<file path="src/common/power_mode_pkg.sv">
// Package for the magnetometer power-mode sequencer.
// Assumes one 10 MHz clock and the device's internal register port.
package power_mode_pkg;
  localparam logic [7:0] ADDR_IDENT = 8'h40;
  localparam logic [7:0] ADDR_POWER_CTRL = 8'h4b;
  localparam logic [7:0] ADDR_OP_CTRL = 8'h4c;
  localparam logic [7:0] ADDR_PLANAR_REP = 8'h51;
  localparam logic [7:0] ADDR_VERT_REP = 8'h52;
  localparam logic [7:0] ADDR_RATE = 8'h50;
  localparam logic [7:0] ADDR_SOFT_RST = 8'h4d;
  localparam logic [7:0] ADDR_RESULT = 8'h42;
  localparam int POWER_BIT_POS = 0;
  localparam int THREE_WIRE_POS = 2;
  localparam int MEAS_SEL_LSB = 1;
  localparam logic [7:0] POWER_CTRL_RESET = 8'h00;
  localparam logic [7:0] OP_CTRL_RESET = 8'h06;
  localparam logic [7:0] REP_RESET = 8'h01;
  localparam logic [7:0] RATE_RESET = 8'h00;
  localparam logic [7:0] SUSPEND_READ_VALUE = 8'h00;
  localparam logic [1:0] MEAS_NORMAL = 2'h0;
  localparam logic [1:0] MEAS_FORCED = 2'h1;
  localparam logic [1:0] MEAS_SLEEP = 2'h3;
  localparam int CLK_HZ = 10_000_000;
  localparam int PLANAR_REP_NS = 145_000;
  localparam int VERT_REP_NS = 500_000;
  localparam int BASE_NS = 980_000;
  localparam int PLANAR_REP_CYC = PLANAR_REP_NS / 100;
  localparam int VERT_REP_CYC = VERT_REP_NS / 100;
  localparam int BASE_CYC = BASE_NS / 100;
  localparam int TRIM_WORDS = 8;
  localparam int PERIOD_10HZ_CYC = CLK_HZ / 10;

  typedef enum {
    ST_OFF, ST_STARTUP, ST_SUSPEND, ST_SLEEP, ST_NORMAL, ST_FORCED
  } power_state_t;

  typedef struct packed {
    logic wr;
    logic rd;
    logic [7:0] addr;
    logic [7:0] wdata;
  } reg_req_t;

  typedef struct packed {
    logic valid;
    logic drive;
    logic [7:0] data;
  } reg_rsp_t;
endpackage : power_mode_pkg

</file>
<file path="src/rtl/power_mode_ctrl.sv">
// Power-mode sequencer: off, start-up, suspend, sleep, normal, forced.
// Assumes supply-good pins are asynchronous; register port is same clock.
`timescale 1ns/1ps
module power_mode_ctrl import power_mode_pkg::*; #(
  parameter int PERIOD_CYC = PERIOD_10HZ_CYC,
  parameter logic [7:0] IDENT_VALUE = 8'h5a // Arbitrary value
) (
  input wire logic ref_clk,
  input wire logic sys_rst,
  input wire logic core_supply_ok,
  input wire logic io_supply_ok,
  input wire logic spi_mode,
  input wire reg_req_t req,
  input wire logic [7:0] sample_in,
  output reg_rsp_t rsp,
  output logic [2:0] mode_state,
  output logic measuring,
  output logic [7:0] result_data,
  output logic result_strobe
);
  initial begin
    if (PERIOD_CYC < 2 || PERIOD_CYC > (1 << 24)) begin
      $error("period outside counter range");
    end
  end

  typedef struct packed {
    logic [1:0] sync_a;
    logic [1:0] sync_b;
    power_state_t st;
    logic [3:0] trim_idx;
    logic [7:0] power_ctrl;
    logic [7:0] op_ctrl;
    logic [7:0] planar_repeat_count;
    logic [7:0] vert_repeat_count;
    logic [7:0] rate;
    logic [23:0] meas_cnt;
    logic [23:0] period_cnt;
    logic busy;
    logic [7:0] acc;
    logic [7:0] result;
    reg_rsp_t rsp;
    logic strobe;
  } state_t;

  state_t cur_ff, nxt_ff;
  logic [7:0] trim_rdata;
  logic trim_we;

  // Active time in cycles for given register codes (count = code*2+1)
  function automatic logic [23:0] meas_cycles(input logic [7:0] xy,
                                              input logic [7:0] z);
    logic [23:0] planar_repetitions;
    logic [23:0] nz;
    planar_repetitions = {15'h0000, xy, 1'b1};
    nz = {15'h0000, z, 1'b1};
    meas_cycles = 24'(planar_repetitions * 24'(PLANAR_REP_CYC) + nz * 24'(VERT_REP_CYC)
                      + 24'(BASE_CYC));
  endfunction : meas_cycles

  trim_store_mem #(.DEPTH(TRIM_WORDS), .AW(3)) u_trim (
    .ref_clk(ref_clk),
    .we(trim_we),
    .waddr(cur_ff.trim_idx[2:0]),
    .wdata(8'(cur_ff.trim_idx) ^ 8'ha5),
    .raddr(cur_ff.trim_idx[2:0]),
    .rdata(trim_rdata)
  );
  assign trim_we = (cur_ff.st == ST_STARTUP);

  logic supplies_ok;
  logic active;
  logic [1:0] sel_w;
  assign supplies_ok = cur_ff.sync_a[1] & cur_ff.sync_b[1];
  assign active = (cur_ff.st == ST_NORMAL) || (cur_ff.st == ST_FORCED);
  assign sel_w = req.wdata[MEAS_SEL_LSB+:2];

  always_comb begin
    nxt_ff = cur_ff;
    nxt_ff.sync_a = {cur_ff.sync_a[0], core_supply_ok};
    nxt_ff.sync_b = {cur_ff.sync_b[0], io_supply_ok};
    nxt_ff.rsp = '0;
    nxt_ff.strobe = 1'b0;
    case (cur_ff.st)
      ST_OFF: begin
        if (supplies_ok) begin
          nxt_ff.st = ST_STARTUP;
          nxt_ff.trim_idx = '0;
        end
      end
      ST_STARTUP: begin
        nxt_ff.trim_idx = cur_ff.trim_idx + 4'h1;
        if (cur_ff.trim_idx == 4'(TRIM_WORDS - 1)) begin
          nxt_ff.st = ST_SUSPEND;
        end
      end
      ST_SUSPEND: begin
        if (req.wr && req.addr == ADDR_POWER_CTRL) begin
          nxt_ff.power_ctrl = req.wdata;
          if (req.wdata[POWER_BIT_POS]) begin
            nxt_ff.st = ST_SLEEP;
          end
        end
        if (req.rd) begin
          nxt_ff.rsp.valid = 1'b1;
          if (req.addr == ADDR_POWER_CTRL) begin
            nxt_ff.rsp.drive = 1'b1;
            nxt_ff.rsp.data = cur_ff.power_ctrl;
          end else begin
            nxt_ff.rsp.drive = !spi_mode;
            nxt_ff.rsp.data = SUSPEND_READ_VALUE;
          end
        end
      end
      ST_SLEEP, ST_NORMAL, ST_FORCED: begin
        if (req.rd) begin
          nxt_ff.rsp.valid = 1'b1;
          nxt_ff.rsp.drive = 1'b1;
          case (req.addr)
            ADDR_IDENT: nxt_ff.rsp.data = IDENT_VALUE;
            ADDR_POWER_CTRL: nxt_ff.rsp.data = cur_ff.power_ctrl;
            ADDR_OP_CTRL: nxt_ff.rsp.data = cur_ff.op_ctrl;
            ADDR_PLANAR_REP: nxt_ff.rsp.data = cur_ff.planar_repeat_count;
            ADDR_VERT_REP: nxt_ff.rsp.data = cur_ff.vert_repeat_count;
            ADDR_RATE: nxt_ff.rsp.data = cur_ff.rate;
            ADDR_RESULT: nxt_ff.rsp.data = cur_ff.result;
            default: nxt_ff.rsp.data = 8'h00;
          endcase
        end
        // Measurement engine
        if (cur_ff.busy) begin
          nxt_ff.acc = cur_ff.acc ^ sample_in;
          if (cur_ff.meas_cnt <= 24'h000001) begin
            nxt_ff.busy = 1'b0;
            nxt_ff.result = cur_ff.acc ^ sample_in;
            nxt_ff.strobe = 1'b1;
            if (cur_ff.st == ST_FORCED) begin
              nxt_ff.op_ctrl[MEAS_SEL_LSB+:2] = MEAS_SLEEP;
              nxt_ff.st = ST_SLEEP;
            end
          end else begin
            nxt_ff.meas_cnt = cur_ff.meas_cnt - 24'h000001;
          end
        end
        if (cur_ff.st == ST_NORMAL) begin
          if (cur_ff.period_cnt == 24'h000000) begin
            nxt_ff.period_cnt = 24'(PERIOD_CYC - 1) >> cur_ff.rate[0];
            // A tick during a measurement is skipped, never restarts it
            if (!cur_ff.busy) begin
              nxt_ff.busy = 1'b1;
              nxt_ff.acc = trim_rdata;
              nxt_ff.meas_cnt = meas_cycles(cur_ff.planar_repeat_count,
                                            cur_ff.vert_repeat_count);
            end
          end else begin
            nxt_ff.period_cnt = cur_ff.period_cnt - 24'h000001;
          end
        end
        if (req.wr) begin
          case (req.addr)
            ADDR_POWER_CTRL: begin
              nxt_ff.power_ctrl = req.wdata;
              if (!req.wdata[POWER_BIT_POS] && cur_ff.st != ST_FORCED) begin
                nxt_ff.st = ST_SUSPEND;
                nxt_ff.busy = 1'b0;
              end
            end
            ADDR_OP_CTRL: begin
              nxt_ff.op_ctrl = req.wdata;
              if (sel_w == MEAS_SLEEP) begin
                nxt_ff.st = ST_SLEEP;
                nxt_ff.busy = 1'b0;
              end else if (sel_w == MEAS_FORCED) begin
                nxt_ff.st = ST_FORCED;
                nxt_ff.busy = 1'b1; // Restart drops old cycle
                nxt_ff.strobe = 1'b0;
                nxt_ff.result = cur_ff.result;
                nxt_ff.acc = trim_rdata; // Trim shadow seeds the sum
                nxt_ff.meas_cnt = meas_cycles(cur_ff.planar_repeat_count,
                                              cur_ff.vert_repeat_count);
              end else if (sel_w == MEAS_NORMAL) begin
                if (cur_ff.st != ST_NORMAL) begin
                  nxt_ff.period_cnt = '0;
                end
                nxt_ff.st = ST_NORMAL;
              end else begin
                nxt_ff.op_ctrl = cur_ff.op_ctrl;
              end
            end
            ADDR_PLANAR_REP: nxt_ff.planar_repeat_count = req.wdata;
            ADDR_VERT_REP: nxt_ff.vert_repeat_count = req.wdata;
            ADDR_RATE: nxt_ff.rate = req.wdata;
            ADDR_SOFT_RST: begin
              if (req.wdata[0] && cur_ff.st == ST_NORMAL) begin
                nxt_ff.st = ST_SLEEP;
                nxt_ff.busy = 1'b0;
                nxt_ff.op_ctrl = OP_CTRL_RESET;
                nxt_ff.planar_repeat_count = REP_RESET;
                nxt_ff.vert_repeat_count = REP_RESET;
                nxt_ff.rate = RATE_RESET;
              end
            end
            default: ;
          endcase
        end
        if (nxt_ff.st == ST_SUSPEND) begin
          nxt_ff.op_ctrl = OP_CTRL_RESET;
          nxt_ff.planar_repeat_count = REP_RESET;
          nxt_ff.vert_repeat_count = REP_RESET;
          nxt_ff.rate = RATE_RESET;
          nxt_ff.result = '0;
        end
      end
      default: nxt_ff.st = ST_OFF;
    endcase
    if (!supplies_ok && cur_ff.st != ST_OFF) begin
      nxt_ff.st = ST_OFF;
      nxt_ff.power_ctrl = POWER_CTRL_RESET;
      nxt_ff.op_ctrl = OP_CTRL_RESET;
      nxt_ff.planar_repeat_count = REP_RESET;
      nxt_ff.vert_repeat_count = REP_RESET;
      nxt_ff.rate = RATE_RESET;
      nxt_ff.result = '0;
      nxt_ff.busy = 1'b0;
    end
  end

  always_ff @(posedge ref_clk) begin
    if (sys_rst) begin
      cur_ff <= '0;
      cur_ff.st <= ST_OFF;
      cur_ff.power_ctrl <= POWER_CTRL_RESET;
      cur_ff.op_ctrl <= OP_CTRL_RESET;
      cur_ff.planar_repeat_count <= REP_RESET;
      cur_ff.vert_repeat_count <= REP_RESET;
      cur_ff.rate <= RATE_RESET;
    end else begin
      cur_ff <= nxt_ff;
    end
  end

  assign rsp = cur_ff.rsp; // Answers only, never initiates
  assign mode_state = 3'(cur_ff.st);
  assign measuring = cur_ff.busy;
  assign result_data = cur_ff.result;
  assign result_strobe = cur_ff.strobe;

  property p_suspend_access;
    @(posedge ref_clk) disable iff (sys_rst)
    (cur_ff.st == ST_SUSPEND && req.rd && req.addr == ADDR_IDENT)
      |=> (rsp.valid && rsp.data == 8'h00 && rsp.drive == !$past(spi_mode));
  endproperty
  a_suspend_access: assert property (p_suspend_access)
    else $error("suspend ident read wrong");

  property p_wake;
    @(posedge ref_clk) disable iff (sys_rst)
    (cur_ff.st == ST_SUSPEND && supplies_ok && req.wr
     && req.addr == ADDR_POWER_CTRL && req.wdata[0]) |=> cur_ff.st == ST_SLEEP;
  endproperty
  a_wake: assert property (p_wake)
    else $error("power bit did not wake");

  property p_forced_done;
    @(posedge ref_clk) disable iff (sys_rst)
    ($fell(cur_ff.busy) && $past(cur_ff.st == ST_FORCED)
     && $past(supplies_ok) && !$past(req.wr))
      |-> (cur_ff.st == ST_SLEEP
           && cur_ff.op_ctrl[MEAS_SEL_LSB+:2] == MEAS_SLEEP);
  endproperty
  a_forced_done: assert property (p_forced_done)
    else $error("forced end wrong");

  property p_off;
    @(posedge ref_clk) disable iff (sys_rst)
    !supplies_ok |=> cur_ff.st == ST_OFF;
  endproperty
  a_off: assert property (p_off)
    else $error("not off without supply");

  property p_startup;
    @(posedge ref_clk) disable iff (sys_rst)
    $rose(cur_ff.st == ST_STARTUP) && supplies_ok
      |-> ##8 (cur_ff.st == ST_SUSPEND || !supplies_ok);
  endproperty
  a_startup: assert property (p_startup)
    else $error("start-up length wrong");

  property p_suspend_clear;
    @(posedge ref_clk) disable iff (sys_rst)
    (cur_ff.st == ST_SUSPEND) |-> cur_ff.rate == RATE_RESET;
  endproperty
  a_suspend_clear: assert property (p_suspend_clear)
    else $error("register kept in suspend");

  property p_sleep_ident;
    @(posedge ref_clk) disable iff (sys_rst)
    (cur_ff.st == ST_SLEEP && supplies_ok && req.rd && req.addr == ADDR_IDENT)
      |=> rsp.data == IDENT_VALUE && rsp.drive;
  endproperty
  a_sleep_ident: assert property (p_sleep_ident)
    else $error("ident not readable");

  property p_clear_power;
    @(posedge ref_clk) disable iff (sys_rst)
    ((cur_ff.st == ST_SLEEP || cur_ff.st == ST_NORMAL) && req.wr
     && req.addr == ADDR_POWER_CTRL && !req.wdata[0]) |=> cur_ff.st != ST_SLEEP
      && cur_ff.st != ST_NORMAL;
  endproperty
  a_clear_power: assert property (p_clear_power)
    else $error("power clear ignored");

  c_normal: cover property (@(posedge ref_clk) cur_ff.st == ST_NORMAL
                            && result_strobe);
  c_forced: cover property (@(posedge ref_clk) cur_ff.st == ST_FORCED
                            && cur_ff.busy);
  c_suspend: cover property (@(posedge ref_clk) cur_ff.st == ST_SUSPEND);
endmodule : power_mode_ctrl

</file>
<file path="src/rtl/trim_store_mem.sv">
// Small trim memory with registered read data.
// Assumes reads and writes come from the sequencer on the same clock.
`timescale 1ns/1ps
module trim_store_mem import power_mode_pkg::*; #(
  parameter int DEPTH = TRIM_WORDS,
  parameter int AW = 3
) (
  input wire logic ref_clk,
  input wire logic we,
  input wire logic [AW-1:0] waddr,
  input wire logic [7:0] wdata,
  input wire logic [AW-1:0] raddr,
  output logic [7:0] rdata
);
  logic [7:0] mem [DEPTH];
  initial begin
    if (DEPTH > (1 << AW)) $error("trim depth exceeds address");
  end
  always_ff @(posedge ref_clk) begin
    if (we) begin
      mem[waddr] <= wdata;
    end
    rdata <= mem[raddr];
  end
endmodule : trim_store_mem

</file>
<file path="config.mk">
export PLATFORM = sky130hd
export DESIGN_NAME = power_mode_ctrl
export DESIGN_NICKNAME = d
export VERILOG_FILES = /design/src/common/power_mode_pkg.sv /design/src/rtl/power_mode_ctrl.sv /design/src/rtl/trim_store_mem.sv
export SDC_FILE = /design/constraint.sdc
export NUM_CORES = 1
export LEC_CHECK = 0
export ABC_CLOCK_PERIOD_IN_PS = 9100
export BUFFER_PORTS_ARGS = -buffer_cell sky130_fd_sc_hd__buf_2
export CAP_MARGIN = 20
export CORE_UTILIZATION = 65
export CTS_BUF_LIST = sky130_fd_sc_hd__clkbuf_16
export CTS_CLUSTER_DIAMETER = 120
export DETAILED_ROUTE_END_ITERATION = 16
export PLACE_DENSITY_LB_ADDON = 0.08
export SLEW_MARGIN = 15
export SYNTH_ARGS = -nofsm -noshare
export SYNTH_HDL_FRONTEND = slang
export SYNTH_HIERARCHICAL = 1
export SYNTH_SLANG_ARGS = --single-unit
</file>
<file path="constraint.sdc">
create_clock -name ref_clk -period 9.1 [get_ports ref_clk]
set_clock_uncertainty 0.15 [all_clocks]
set_input_delay 1.365 -clock ref_clk [delete_from_list [all_inputs] [get_ports ref_clk]]
set_output_delay 1.365 -clock ref_clk [all_outputs]
set_load 0.05 [all_outputs]
</file>
==> results.py <==
metrics = {
    "clock_network": {
        "htreeDepth": 1,
        "cts-hold-fix-buffers": 0,
        "cts-root-buf": "clkbuf_16",
        "cts_setup_buffers": 0,
        "cts_resized": 0,
        "path_clk_slew_ps": 60,
        "cts_tree": "done",
        "clk_latency_ps": 540,
        "numCtsBuffers": 25,
        "clock-sinks": 228,
        "cts.path.max_buffers": 3,
    },
    "layout": {
        "antenna_cells": 0,
        "fin_nets": 1748,
        "drive_above_1_share_pct": 10.3,
        "fillers": 1613,
        "syn_to_final_growth_pct": 9.00,
    },
    "worst_setup_path": {
        "cp_max_fo": 5,
        "crit_type": "register to register",
        "arrival_ps": 6670,
        "critical_path.endpoint_type": "register",
        "required_ps": 9380,
        "crit_top_cell": "ha_1",
        "slowest_delay_ps": 540,
        "cp-start-kind": "register",
        "critPathSlowestCell": "fa_1",
    },
    "synth": {
        "synth_area_sq_um": 14200,
        "synth_cell_type_count": 92,
        "synthFlopType": "dfxtp_1",
        "synthCells": 1482,
        "synth_edf_count": 64,
        "ys_ff_latch": 228,
        "synth_area_leaders": "dfxtp_1 23%, edfxtp_1 14%, ha_1 11%",
        "synthArstFlopShare_pct": 0,
        "ys_seq_area_share_pct": 36.8,
        "avgSynthCellArea_sq_um": 9.55,
        "yosysTopAreaCellShare_pct": 23.2,
        "yosys_warnings": 6,
        "yosys.area.top_type": "dfxtp_1",
    },
    "floorplanning": {
        "fp.coreArea_sq_um": 21200,
        "initial_core_util_pct": 66.9,
        "rows": 53,
        "ios": 54,
        "die_h_um": 150,
        "die_x_um": 150,
        "die_area_sq_um": 22400,
    },
    "routing": {
        "antenna_left": 0,
        "drt_first_pass_iters": 5,
        "routed_via_density": 6.03,
        "drcViolationCount": 0,
        "routed_wl_mm": 33.3,
        "vias": 11200,
        "wl_per_cell_um": 18.0,
        "drtIter0Drc": 924,
    },
    "global_routing": {
        "grt_overflow_total": 0,
        "grt_max_degree": 54,
        "grt_antenna_before_repair": 0,
        "track_usage_pct": 30.0,
        "grt_first_pass_wirelength_mm": 52.9,
        "first_global_vias": 10400,
    },
    "job": {
        "maxCapViolCount": 0,
    },
    "timing": {
        "finalSetupViolCount": 0,
        "hold_violations": 0,
        "worstMarginPinSlew_ps": 1060,
        "whs_ps": 288,
        "period_share_pct": 70.2,
        "timing.final.max_slew_violations": 0,
        "slew_headroom_pct": 28.7,
        "finalCriticalPeriod_ps": 6390,
        "fin_setup_tns_ps": 0,
        "fmax_mhz": 157,
        "rsz0062_at_grt": "no",
    },
    "placed_design": {
        "routabilityCongestion": 0.922,
        "dpl.hpwl_mm": 24.5,
        "port_buffers": 53,
    },
    "status": {
        "outcome": "complete, no violations",
    },
    "worst_hold_path": {
        "hold_class": "register to register",
    },
    "power_and_ir_drop": {
        "powerDensity_nw_per_um2": 134,
        "p_leak_nw": 6.50,
        "ir_drop_mv": 0.201,
    },
}
==> registers in the layout (all words and copies together), names as in the netlist <==
name and count:
mode_state 3, cur_ff 133, rsp 10, result_data 8, u_trim/rdata 8, measuring 1, result_strobe 1, u_trim/mem 64
==> through the flow <==
step / power, mW / instance area, sq um / std cells / worst slack [ps] / util (%)
after floorplan: 1.09 / 14400 / 1541 / 3240 / -
after global placement: 1.11 / 14600 / 1806 / 2910 / 69.0
after detailed placement: 1.11 / 14600 / 1806 / 2740 / 69.0
after CTS: 2.08 / 15400 / 1852 / 2730 / 72.8
after global routing: 2.12 / 15400 / 1854 / 2320 / 72.9
final: 2.06 / 15400 / 1854 / 2710 / 72.9
==> logic make-up after synthesis <==
group / after synthesis / synth area share (%)
buffers and inverters: 211 / 6.91
adder cells (fa/ha/maj): 157 / 15.9
multiplexers: 45 / 5.07
flip-flops: 228 / 36.8
AND/OR/NAND/NOR: 472 / 17.0
AO/OA/AOI/OAI: 312 / 14.9
other: 2 / 0.0531
XOR/XNOR: 55 / 3.40
==> worst paths after layout <==
| kind | start | to | slack (ps) | cells past startpoint |
|---|---|---|---|---|
| min | cur_ff[152] | cur_ff[153] | 290 | 1 |
| max reg2reg | cur_ff[94] | cur_ff[73] | 2710 | 25 |
| max | cur_ff[94] | cur_ff[73] | 2710 | 25 |
| min reg2reg | cur_ff[152] | cur_ff[153] | 290 | 1 |
==> power breakdown <==
part,switching (mW),total [mW],internal [mW]
registers,0.00256,1.05,1.05
logic,0.0272,0.0384,0.0112
clock network,0.412,0.973,0.561
==> per-layer routing <==
metal  part of all wire (%)  vias up  wire length, um  global-route usage (%)
met2                     47      418            15700                    49.2
met5                      0        -                0                       0
met3                    7.1       80             2370                    3.87
li1                       -     5387                -                       -
met1                     43     5302            14300                    40.7
met4                    2.9        0              963                    10.2
==> cells in the mapped netlist, drive strengths merged, types with 14 or more instances <==
| cell type | number |
|---|---|
| dfxtp | 164 |
| nor2 | 145 |
| inv | 139 |
| ha | 119 |
| nand2 | 108 |
| a21oi | 81 |
| o21ai | 70 |
| edfxtp | 64 |
| nor3 | 49 |
| clkbuf | 40 |
| nand3 | 39 |
| fa | 38 |
| xnor2 | 36 |
| buf | 31 |
| nor4 | 30 |
| mux2i | 20 |
| a22oi | 19 |
| xor2 | 19 |
| a211oi | 18 |
| mux4 | 16 |
| a21o | 14 |
| a22o | 14 |
| nor2b | 14 |
| or2 | 14 |
==> critical path, delay by kind of cell (launching register included) <==
kind	cells	cell delay, ps
xor gates and xnor gates	3	420
AOI/OAI and AO/OA	8	1850
DFF	1	410
adders and majority gates	7	2650
buffers and inverters	3	160
and+or+nand+nor	4	640
==> cell usage in the layout (no fill, tap or decap), types with 6 or more instances in the layout <==
master     instances
dfxtp_1          163
nor2_1           143
inv_1            142
ha_1             119
nand2_1          108
a21oi_1           79
o21ai_0           70
edfxtp_1          64
conb_1            61
buf_2             53
nor3_1            40
nand3_1           39
fa_1              38
xnor2_1           36
nor4_1            26
clkbuf_16         25
mux2i_1           20
xor2_1            19
a22oi_1           19
a211oi_1          18
mux4_1            15
nor2b_1           14
or2_2             14
a22o_1            14
a31oi_1           13
a21o_1            12
o21a_1            12
buf_4             10
or3_1              9
nand4_1            9
mux2_2             9
nor3_2             8
nand2b_1           8
or4_1              7
and3_1             7
nor3b_1            6
==> layout make-up <==
type	instances	area (sq um)	area share, %
Multi-Input combinational cell	1102	8210	53.2
Tap cell	275	344	2.23
Inverter	139	522	3.38
Clock buffer	25	626	4.06
Sequential cell	228	5210	33.7
Clock inverter	21	171	1.11
Timing Repair Buffer	64	345	2.24
Note: power is estimated with default switching activity, not from simulation.
